## config.mk

```make
export PLATFORM = sky130hd
export DESIGN_NAME = pei_top
export DESIGN_NICKNAME = d
export VERILOG_FILES = /design/src/core/pei_pkg.sv /design/src/core/pei_top.sv
export SDC_FILE = /design/constraint.sdc
export NUM_CORES = 1
export LEC_CHECK = 0
export ABC_AREA = 1
export BUFFER_PORTS_ARGS = -buffer_cell sky130_fd_sc_hd__buf_2
export CAP_MARGIN = 0
export CELL_PAD_IN_SITES_DETAIL_PLACEMENT = 1
export CELL_PAD_IN_SITES_GLOBAL_PLACEMENT = 1
export CORE_MARGIN = 3
export CORE_UTILIZATION = 32
export CTS_CLUSTER_SIZE = 14
export DETAILED_ROUTE_END_ITERATION = 12
export PLACE_DENSITY_LB_ADDON = 0.2
export SYNTH_ARGS = -nofsm -noshare
export SYNTH_HDL_FRONTEND = slang
export SYNTH_SLANG_ARGS = --single-unit
```

## constraint.sdc

```tcl
create_clock -name pclk -period 1.8 [get_ports pclk]
set_clock_uncertainty 0.2 [all_clocks]
set_input_delay 0.45 -clock pclk [delete_from_list [all_inputs] [get_ports pclk]]
set_output_delay 0.45 -clock pclk [all_outputs]
set_load 0.02 [all_outputs]
```

## src/core/pei_pkg.sv

```systemverilog
package pei_pkg;

    // --------------------------------------------------------------
    // Register map (index, byte address is four times it)
    // --------------------------------------------------------------
    localparam logic [7:0] PEI_CTRL_IDX = 8'h11;
    localparam logic [7:0] PEI_STAT_IDX = 8'h12;
    localparam logic [9:0] PEI_CTRL_ADDR = {PEI_CTRL_IDX, 2'b00};
    localparam logic [9:0] PEI_STAT_ADDR = {PEI_STAT_IDX, 2'b00};
    localparam int PEI_ADDR_W = 10;
    localparam int PEI_DATA_W = 32;

    // --------------------------------------------------------------
    // Control register fields
    // --------------------------------------------------------------
    localparam int PEI_CTRL_COLFD_BIT = 4;
    localparam int PEI_CTRL_POL_BIT = 3;
    localparam int PEI_CTRL_TEST_BIT = 2;
    localparam int PEI_CTRL_GATE_BIT = 1;
    localparam int PEI_CTRL_OE_BIT = 0;
    localparam logic [4:0] PEI_CTRL_RESET = 5'h08;

    // --------------------------------------------------------------
    // Status/enable register fields
    // --------------------------------------------------------------
    localparam int PEI_EV_N = 6;
    localparam int PEI_STAT_LSB = 8;
    localparam int PEI_EN_LSB = 0;
    localparam int PEI_EV_LINK = 5;
    localparam int PEI_EV_SPEED = 4;
    localparam int PEI_EV_DUPLEX = 3;
    localparam int PEI_EV_ANEG = 2;
    localparam int PEI_EV_FC_HF = 1;
    localparam int PEI_EV_RE_HF = 0;
    localparam logic [5:0] PEI_STAT_RESET = 6'h00;
    localparam logic [5:0] PEI_EN_RESET = 6'h00;

    // --------------------------------------------------------------
    // Counter widths
    // --------------------------------------------------------------
    localparam int PEI_FC_W = 8;
    localparam int PEI_RE_W = 16;

    // --------------------------------------------------------------
    // Pin synchroniser depth
    // --------------------------------------------------------------
    localparam int PEI_SYNC_N = 3;

endpackage

```

## src/core/pei_top.sv

```systemverilog
// Decided for this implementation: the APB register port.
module pei_top #(
    parameter int FC_W = pei_pkg::PEI_FC_W,
    parameter int RE_W = pei_pkg::PEI_RE_W
) (
    input wire logic pclk,
    input wire logic presetn,
    input wire logic psel,
    input wire logic penable,
    input wire logic pwrite,
    input wire logic [pei_pkg::PEI_ADDR_W-1:0] paddr,
    input wire logic [pei_pkg::PEI_DATA_W-1:0] pwdata,
    input wire logic [3:0] pstrb,
    output logic [pei_pkg::PEI_DATA_W-1:0] prdata,
    output logic pready,
    output logic pslverr,
    input wire logic link_up,
    input wire logic speed_100,
    input wire logic full_duplex,
    input wire logic aneg_done,
    input wire logic [FC_W-1:0] false_carrier_counter,
    input wire logic [RE_W-1:0] rx_error_counter,
    input wire logic col_raw,
    output logic col_to_mac,
    input wire logic irq_or_powerdown_pin_i,
    output logic irq_or_powerdown_pin_o,
    output logic irq_or_powerdown_pin_oe,
    output logic powerdown_req
);
    import pei_pkg::*;

    // --------------------------------------------------------------
    // Elaboration checks
    // --------------------------------------------------------------
    if (FC_W < 2 || FC_W > 16)
    begin : g_fc_chk
        $error("FC_W out of range");
    end
    if (RE_W < 2 || RE_W > 32)
    begin : g_re_chk
        $error("RE_W out of range");
    end

    localparam logic [FC_W-1:0] FC_HALF = {1'b0, {(FC_W-1){1'b1}}};
    localparam logic [RE_W-1:0] RE_HALF = {1'b0, {(RE_W-1){1'b1}}};

    // --------------------------------------------------------------
    // State
    // --------------------------------------------------------------
    logic [4:0] ctrl_reg;
    logic [PEI_EV_N-1:0] stat_reg;
    logic [PEI_EV_N-1:0] stat_next;
    logic [PEI_EV_N-1:0] en_reg;
    logic [PEI_EV_N-1:0] snap_reg;
    logic snap_valid_reg;
    logic link_q_reg;
    logic speed_q_reg;
    logic duplex_q_reg;
    logic aneg_q_reg;
    logic fc_over_q_reg;
    logic re_over_q_reg;
    logic [PEI_SYNC_N-1:0] pin_sync_reg;
    logic [PEI_EV_N-1:0] events;
    logic fc_over;
    logic re_over;
    logic setup;
    logic access_done;
    logic irq_active;
    logic pd_level;

    function automatic logic addr_hit(input logic [PEI_ADDR_W-1:0] a);
        addr_hit = (a == PEI_CTRL_ADDR) || (a == PEI_STAT_ADDR);
    endfunction

    assign setup = psel && !penable;
    assign access_done = psel && penable && pready;

    // --------------------------------------------------------------
    // Event detection
    // --------------------------------------------------------------
    assign fc_over = false_carrier_counter > FC_HALF;
    assign re_over = rx_error_counter > RE_HALF;

    always_ff @(posedge pclk or negedge presetn)
    begin
        if (!presetn)
        begin
            link_q_reg <= 1'b0;
            speed_q_reg <= 1'b0;
            duplex_q_reg <= 1'b0;
            aneg_q_reg <= 1'b0;
            fc_over_q_reg <= 1'b0;
            re_over_q_reg <= 1'b0;
        end
        else
        begin
            link_q_reg <= link_up;
            speed_q_reg <= speed_100;
            duplex_q_reg <= full_duplex;
            aneg_q_reg <= aneg_done;
            fc_over_q_reg <= fc_over;
            re_over_q_reg <= re_over;
        end
    end

    always_comb
    begin
        events = '0;
        events[PEI_EV_LINK] = link_up ^ link_q_reg;
        events[PEI_EV_SPEED] = speed_100 ^ speed_q_reg;
        events[PEI_EV_DUPLEX] = full_duplex ^ duplex_q_reg;
        events[PEI_EV_ANEG] = aneg_done && !aneg_q_reg;
        events[PEI_EV_FC_HF] = fc_over && !fc_over_q_reg;
        events[PEI_EV_RE_HF] = re_over && !re_over_q_reg;
    end

    // --------------------------------------------------------------
    // Sticky status, clear on read of captured bits only
    // --------------------------------------------------------------
    always_comb
    begin
        stat_next = stat_reg;
        if (access_done && !pwrite && paddr == PEI_STAT_ADDR && snap_valid_reg)
        begin
            stat_next = stat_next & ~snap_reg;
        end
        stat_next = stat_next | events;
    end

    always_ff @(posedge pclk or negedge presetn)
    begin
        if (!presetn)
        begin
            stat_reg <= PEI_STAT_RESET;
        end
        else
        begin
            stat_reg <= stat_next;
        end
    end

    // --------------------------------------------------------------
    // Register writes
    // --------------------------------------------------------------
    always_ff @(posedge pclk or negedge presetn)
    begin
        if (!presetn)
        begin
            ctrl_reg <= PEI_CTRL_RESET;
        end
        else if (access_done && pwrite && paddr == PEI_CTRL_ADDR && pstrb[0])
        begin
            ctrl_reg <= pwdata[4:0];
        end
    end

    always_ff @(posedge pclk or negedge presetn)
    begin
        if (!presetn)
        begin
            en_reg <= PEI_EN_RESET;
        end
        else if (access_done && pwrite && paddr == PEI_STAT_ADDR && pstrb[0])
        begin
            en_reg <= pwdata[PEI_EN_LSB +: PEI_EV_N];
        end
    end

    // --------------------------------------------------------------
    // APB answer, no wait state
    // --------------------------------------------------------------
    always_ff @(posedge pclk or negedge presetn)
    begin
        if (!presetn)
        begin
            pready <= 1'b0;
            pslverr <= 1'b0;
        end
        else
        begin
            pready <= setup;
            pslverr <= setup && !addr_hit(paddr);
        end
    end

    always_ff @(posedge pclk or negedge presetn)
    begin
        if (!presetn)
        begin
            prdata <= '0;
            snap_reg <= '0;
            snap_valid_reg <= 1'b0;
        end
        else if (setup)
        begin
            prdata <= '0;
            snap_reg <= '0;
            snap_valid_reg <= 1'b0;
            if (!pwrite && paddr == PEI_CTRL_ADDR)
            begin
                prdata[4:0] <= ctrl_reg;
            end
            else if (!pwrite && paddr == PEI_STAT_ADDR)
            begin
                prdata[PEI_STAT_LSB +: PEI_EV_N] <= stat_next;
                prdata[PEI_EN_LSB +: PEI_EV_N] <= en_reg;
                snap_reg <= stat_next;
                snap_valid_reg <= 1'b1;
            end
        end
    end

    // --------------------------------------------------------------
    // Collision gating
    // --------------------------------------------------------------
    always_ff @(posedge pclk or negedge presetn)
    begin
        if (!presetn)
        begin
            col_to_mac <= 1'b0;
        end
        else
        begin
            col_to_mac <= col_raw && (!full_duplex
                || ctrl_reg[PEI_CTRL_COLFD_BIT]);
        end
    end

    // --------------------------------------------------------------
    // Interrupt pin
    // --------------------------------------------------------------
    assign irq_active = ctrl_reg[PEI_CTRL_TEST_BIT]
        || (ctrl_reg[PEI_CTRL_GATE_BIT] && |(stat_reg & en_reg));

    always_ff @(posedge pclk or negedge presetn)
    begin
        if (!presetn)
        begin
            irq_or_powerdown_pin_o <= 1'b1;
            irq_or_powerdown_pin_oe <= 1'b0;
        end
        else
        begin
            irq_or_powerdown_pin_o <= irq_active ^ ctrl_reg[PEI_CTRL_POL_BIT];
            irq_or_powerdown_pin_oe <= ctrl_reg[PEI_CTRL_OE_BIT];
        end
    end

    // --------------------------------------------------------------
    // Power-down input path
    // --------------------------------------------------------------
    always_ff @(posedge pclk or negedge presetn)
    begin
        if (!presetn)
        begin
            pin_sync_reg <= '1;
        end
        else
        begin
            pin_sync_reg <= {pin_sync_reg[PEI_SYNC_N-2:0], irq_or_powerdown_pin_i};
        end
    end

    assign pd_level = pin_sync_reg[PEI_SYNC_N-1];

    always_ff @(posedge pclk or negedge presetn)
    begin
        if (!presetn)
        begin
            powerdown_req <= 1'b0;
        end
        else if (ctrl_reg[PEI_CTRL_OE_BIT])
        begin
            powerdown_req <= 1'b0;
        end
        else if (pin_sync_reg[1] == pd_level)
        begin
            powerdown_req <= !pd_level;
        end
    end

endmodule

```

==> results by group, run 1 <==
Status
  • Status: finished, final reports clean

Placement
  • Port Buf Inserts: 47
  • Placer Congestion: 0.681
  • Placed insts: 367
  • Dpl hpwl: 3800 µm

Setup path
  • CP required: 1150 ps
  • Cell Chain, Critical Path: buf_2
  • Reg2reg end: en_reg[5]$_DFFE_PN0P_
  • WP buf/inv: 1
  • Worst setup EP type: output pin
  • Crit path max fanout: 1
  • Slowest CP cell: dfstp_2
  • Slowest stage delay, CP: 520 ps
  • Critical path startpoint category: flop
  • Launching point of the worst reg2reg path: pready$_DFF_PN0_
  • CP top delay family: flip-flops
  • Critical path class: flop to output pin
  • Worst reg2reg setup slack: 340 ps
  • Number of cells on the worst reg-to-reg path: 5
  • CP arrival: 950 ps

Cells and area
  • Most common cell after layout, fill and taps aside: nand2_1
  • Filler instances: 795
  • Layout cells sized above 1: 34.4%
  • # diodes: 0
  • Non-filler cells, final: 376
  • Most frequent cells in the layout: 64 x nand2_1, 47 x buf_2, 40 x dfrtp_1
  • Nets: 379
  • Layout area overhead: 17.4%

Floorplan
  • Row count: 29
  • Core area: 6530 µm²
  • Die ar.: 7980 µm²
  • Chip Width: 89.3 µm
  • Die H: 89.3 µm
  • Initial core utilization: 34.0%
  • Num ports: 119

STA
  • Final-report setup violation count: 0
  • Fmax achieved: 624 MHz
  • RSZ-0062 raised after global routing: no
  • Min Hold Slack: 52.4 ps
  • Fin crit period: 1600 ps
  • Final hold vios: 0
  • Final Cycle Share: 89.1%
  • Max-slew violations: 0

Global routing
  • Met3 Use GR: 2.95%
  • Largest net degree at the start of global routing: 31
  • GRT Max-Usage Layer: met2
  • Grt total ovfl: 0
  • GR Layer Usage met2: 22.1%
  • First-pass GRT wire length: 8040 µm
  • GRT met1 Usage: 17.4%
  • Tot GR Track Use: 13.3%
  • Initial antenna violation count: 0
  • Vias in the first global route: 1,696

Logic synthesis
  • Simple-gate share of the synthesized area: 27.9%
  • Fraction of registers with async set/reset: 100%
  • Sequential element share of the synthesized area: 51.0%
  • Post-Synth XOR/XNOR Area: 1.18%
  • Adder-cell share of the synthesized area: 0.450%
  • Top FF cell, synth: dfrtp_1
  • Synth cell types: 30
  • Post-synth EDFFs: 0
  • Combinational family with the most area after synthesis: simple AND/OR/NAND/NOR gates
  • Synthesized area: 2220 µm²
  • Mux cell area share after synthesis: 0%
  • Compound-Gate Fraction of Synth Area: 5.07%
  • Register bit total from synthesis: 45
  • Syn. warnings: 0
  • Syn avg cell area: 9.18 µm²
  • Synth Instances: 242

Run
  • Max_cap viols: 0

Clocking
  • # hold bufs at CTS: 1
  • Post-CTS setup buffer count: 0
  • Bufs on Longest Clock Path: 2
  • Clk slew on worst S/H paths: 70 ps
  • CTS Buf Count: 5
  • Clk sinks: 45
  • CTS resizes: 0
  • Clock Latency Late Sink: 290 ps
  • CTS root buffer: clkbuf_8
  • TritonCTS clock tree: done
  • H-tree depth: 2

Drt
  • Final WL: 4840 µm
  • WL/cell: 12.9 µm
  • Vias/cell: 4.44
  • Antenna Nets Post-Route: 0
  • Initial DRC count: 68
  • Residual DRC count: 0
  • DR vias: 1,670
  • DRT Pass-1 Iters: 4

Power and ir drop
  • P_leak: 1.44 nW
  • PD cells: 708 nW/µm²
  • Max IR drop VDD: 0.341 mV

Worst hold path
  • Min-delay src: irq_or_powerdown_pin_i
  • Worst Hold Path Cells: 1
  • Worst hold-check path type: primary input to flop
  • Worst Hold Path EP: pin_sync_reg[0]$_DFF_PN1_
## cell usage after synthesis, types with 2 or more instances
library cell / number / share of area (%)
nand2_1: 64 / 11
dfrtp_1: 40 / 45
inv_1: 29 / 4.9
buf_4: 20 / 6.8
nor2_1: 16 / 2.7
nand3_2: 12 / 5.4
nand2_2: 7 / 2.0
nand4_1: 6 / 1.7
o21ai_1: 6 / 1.4
dfstp_2: 5 / 5.9
o21ai_2: 5 / 2.0
inv_2: 4 / 0.68
nor2_4: 4 / 2.0
clkbuf_1: 3 / 0.51
xnor2_1: 3 / 1.2
a22o_1: 2 / 0.79
buf_6: 2 / 1.0
nand3_1: 2 / 0.45
## worst max-delay path by stage
| stage | from | endpoint | slack [ps] | depth (start not counted) |
|---|---|---|---|---|
| floorplan | paddr[7] | en_reg[2]$_DFFE_PN0P_ | 260 | 9 |
| global placement | paddr[7] | prdata[3]$_DFFE_PN0P_ | 20 | 9 |
| detailed placement | paddr[7] | en_reg[5]$_DFFE_PN0P_ | -0.2 | 9 |
| CTS | irq_or_powerdown_pin_o$_DFF_PN1_ | irq_or_powerdown_pin_o | 180 | 1 |
| global route | irq_or_powerdown_pin_o$_DFF_PN1_ | irq_or_powerdown_pin_o | 160 | 1 |
| finish | irq_or_powerdown_pin_o$_DFF_PN1_ | irq_or_powerdown_pin_o | 200 | 1 |
## area by class of cell
class / instances / area (µm²) / share of cell area [%]
sequential: 45 / 1130 / 43.4
multi-input combinational: 156 / 845 / 32.4
timing repair buffer: 56 / 318 / 12.2
inverter: 34 / 128 / 4.89
tap: 77 / 96.3 / 3.69
clock buffer: 8 / 90.1 / 3.45
## through the flow
stage                     area (µm²)  worst slack [ps]  power, W  util, %  TNS, ps
after floorplan                 2290               263   0.00118        -        0
after global placement          2510              20.7   0.00123     38.4        0
after detailed placement        2510            -0.208   0.00123     38.4   -0.208
after CTS                       2610               179   0.00188     39.9        0
after global routing            2610               158   0.00193     39.9        0
final                           2610               197   0.00185     39.9        0
## routing by layer
metal	wire, µm	vias up
li1	-	815
met1	2120	802
met2	2380	48
met3	283	5
met4	59	0
met5	0	-
## kinds of logic after synthesis
family | after synthesis
flops | 45
xor+xnor | 3
buf+inv | 60
compound gates | 16
other cells | 1
fa+ha+maj | 1
simple gates | 116
## power by group
| group | total [W] | internal [W] | leakage [nW] | switching, W |
|---|---|---|---|---|
| combinational | 0.000175 | 0.0000534 | 0.840 | 0.000121 |
| clock | 0.000636 | 0.000313 | 0.0455 | 0.000322 |
| sequential | 0.00104 | 0.00103 | 0.555 | 0.00000642 |
| total | 0.00185 | 0.00140 | 1.44 | 0.000450 |
(Power assumes the default switching activity.)
==> inputs of run 2 (changes only) <==
--- a/config.mk
+++ b/config.mk
@@ -10,11 +10,11 @@
 export CAP_MARGIN = 0
 export CELL_PAD_IN_SITES_DETAIL_PLACEMENT = 1
 export CELL_PAD_IN_SITES_GLOBAL_PLACEMENT = 1
-export CORE_MARGIN = 3
+export CORE_MARGIN = 5
 export CORE_UTILIZATION = 32
 export CTS_CLUSTER_SIZE = 14
 export DETAILED_ROUTE_END_ITERATION = 12
-export PLACE_DENSITY_LB_ADDON = 0.2
+export PLACE_DENSITY_LB_ADDON = 0.1
 export SYNTH_ARGS = -nofsm -noshare
 export SYNTH_HDL_FRONTEND = slang
 export SYNTH_SLANG_ARGS = --single-unit
==> run 2 against run 1 <==
Compared with the run above:
- utilization down 0.92 points
- largest cell class unchanged
- count of clock-buffer cells in the layout down 1
- critical path type unchanged
- critical path depth unchanged
- worst setup slack got worse by 12 ps
- maximum frequency fell by 0.73%
- cell count up 5.3%
==> results by group, run 2 (same netlist as run 1, synthesis figures left out) <==
Status
  • Status: finished, final reports clean

Cells and area
  • Filler instances: 807 (+1.5%)
  • Non-filler cells, final: 396 (+5.3%)
  • Multi-input gate area: 845 µm² (unchanged)
  • Layout cells sized above 1: 35.3% (+0.89 points)
  • Layout area overhead: 19.3%
  • Most frequent cells in the layout: 64 x nand2_1, 47 x buf_2, 40 x dfrtp_1
  • Most common cell after layout, fill and taps aside: nand2_1
  • Register Area: 1130 µm² (unchanged)
  • Nets: 380 (+0.26%)
  • # diodes: 0 (unchanged)

Power and ir drop
  • Int Power: 0.00143 W (+2.6%)
  • Max IR drop VDD: 0.446 mV (+31%)
  • P_leak: 1.45 nW (+0.92%)
  • Total power: 0.00190 W (+3.2%)
  • Clock Power Share: 36.4% (+2.0 points)
  • Logic pwr share: 9.2% (-0.3 points)
  • Sw Share: 24.8% (+0.45 points)
  • Switching Power: 0.000473 W (+5.1%)
  • Reg power frac: 54.4% (-1.7 points)
  • PD cells: 718 nW/µm² (+1.5%)

Global routing
  • Largest net degree at the start of global routing: 46 (+48%)
  • First-pass GRT wire length: 8380 µm (+4.3%)
  • Initial antenna violation count: 0 (unchanged)
  • Vias in the first global route: 1,705 (+0.53%)
  • Grt total ovfl: 0 (unchanged)
  • Tot GR Track Use: 12.3% (-1.0 points)

Setup path
  • Slowest stage delay, CP: 520 ps (about the same)
  • Slowest CP cell: dfstp_2
  • CP required: 1150 ps (about the same)
  • Critical path startpoint category: flop
  • Crit path max fanout: 1 (unchanged)
  • Cell Chain, Critical Path: buf_2
  • CP top delay family: flip-flops
  • CP arrival: 960 ps (about the same)
  • Worst setup EP type: output pin
  • WP buf/inv: 1 (unchanged)
  • Critical path class: flop to output pin

Clocking
  • CTS resizes: 0 (unchanged)
  • CTS root buffer: clkbuf_8
  • Clock Latency Late Sink: 300 ps (about the same)
  • Clk sinks: 45 (unchanged)
  • CTS Buf Count: 5 (unchanged)
  • Clk slew on worst S/H paths: 80 ps (about the same)
  • H-tree depth: 2 (unchanged)
  • TritonCTS clock tree: done
  • Bufs on Longest Clock Path: 2 (unchanged)

Floorplan
  • Initial core utilization: 32.7% (-1.3 points)
  • Num ports: 119 (unchanged)
  • Die ar.: 8710 µm² (+9.2%)
  • Core area: 6790 µm² (+4.0%)
  • Die H: 93.3 µm (+4.5%)
  • Row count: 30 (+3.4%)
  • Chip Width: 93.3 µm (+4.5%)

Worst hold path
  • Worst hold-check path type: primary input to flop

Drt
  • Antenna Nets Post-Route: 0 (unchanged)
  • WL/cell: 12.6 µm (-2.3%)
  • Final WL: 4980 µm (+2.8%)
  • Residual DRC count: 0 (unchanged)
  • DR vias: 1,632 (-2.3%)
  • Vias/cell: 4.12 (-7.2%)
  • Initial DRC count: 50 (-26%)
  • DRT Pass-1 Iters: 4 (unchanged)

Placement
  • Placed insts: 387 (+5.4%)
  • Port Buf Inserts: 47 (unchanged)
  • Placer Congestion: 0.731 (+7.3%)
  • Dpl hpwl: 3770 µm (-0.91%)
  • Dpl ws: -2.51 ps (-2.31 ps)

Run
  • Max_cap viols: 0 (unchanged)

STA
  • Final-report setup violation count: 0 (unchanged)
  • RSZ-0062 raised after global routing: no
  • Final Cycle Share: 89.7% (+0.65 points)
  • Fin crit period: 1610 ps (+11.7 ps)
  • Max-slew violations: 0 (unchanged)
  • PnR worst setup slack: 185 ps (-11.7 ps)
  • Final hold vios: 0 (unchanged)
  • Fmax achieved: 619 MHz (-0.73%)
[run 2: cell count changes in the layout (fill, tap and decap cells not counted), sizes merged]
cell    before  now
buf         55   56
clkbuf       8    7
clkinv       1    2
[run 2: final cells by class]
type                    instances  share of cell area (%)
clock buffers                   7                    3.63
clock inverters                 1                   0.189
inverters                      34                    4.81
multi-input cells             156                    31.9
flip-flops and latches         45                    42.7
well taps                      96                    4.53
repair buffers                 57                    12.3
[run 2: timing repair]
| item | CTS | global route |
|---|---|---|
| setup buffers | 0 | 0 |
| hold endpoints to repair | 40 | 0 |
| hold buffers | 1 | 0 |
[run 2: per-layer routing]
| metal | global-route usage [%] | routed length (µm) |
|---|---|---|
| met1 | 16.2 | 2240 |
| met2 | 19.3 | 2310 |
| met3 | 3.62 | 357 |
| met4 | 4.03 | 76 |
| met5 | 0 | 0 |
[run 2: power groups by stage]
stage | sequential (W) | clock [W] | combinational, W
floorplan | 0.00106 | 0 | 0.000116
global placement | 0.00105 | 0 | 0.000175
detailed placement | 0.00106 | 0 | 0.000176
CTS | 0.00104 | 0.000718 | 0.000180
global route | 0.00104 | 0.000762 | 0.000196
finish | 0.00104 | 0.000693 | 0.000176
[run 2: path summary, 6_finish.rpt]
kind / slack [ps] / startpoint / end / cells past startpoint
setup / recovery: 190 / irq_or_powerdown_pin_o$_DFF_PN1_ / irq_or_powerdown_pin_o / 1
hold / removal: 40 / irq_or_powerdown_pin_i / pin_sync_reg[0]$_DFF_PN1_ / 1
setup reg to reg: 320 / pready$_DFF_PN0_ / en_reg[5]$_DFFE_PN0P_ / 5
hold reg to reg: 160 / pin_sync_reg[0]$_DFF_PN1_ / pin_sync_reg[1]$_DFF_PN1_ / 0
max in group asynchronous: 640 / presetn / pin_sync_reg[0]$_DFF_PN1_ / 3
min in group asynchronous: 470 / presetn / ctrl_reg[4]$_DFFE_PN0P_ / 3
[run 2: through the flow]
stage	hold slack, ps	area, µm²	TNS (ps)	util (%)
4_1_cts	32.4	2650	0	39.0
3_5_place_dp	149	2540	-2.51	37.4
2_1_floorplan	-45.6	2290	0	-
5_1_grt	26.1	2650	0	39.0
3_3_place_gp	146	2540	0	37.4
6_report	44.9	2650	0	39.0
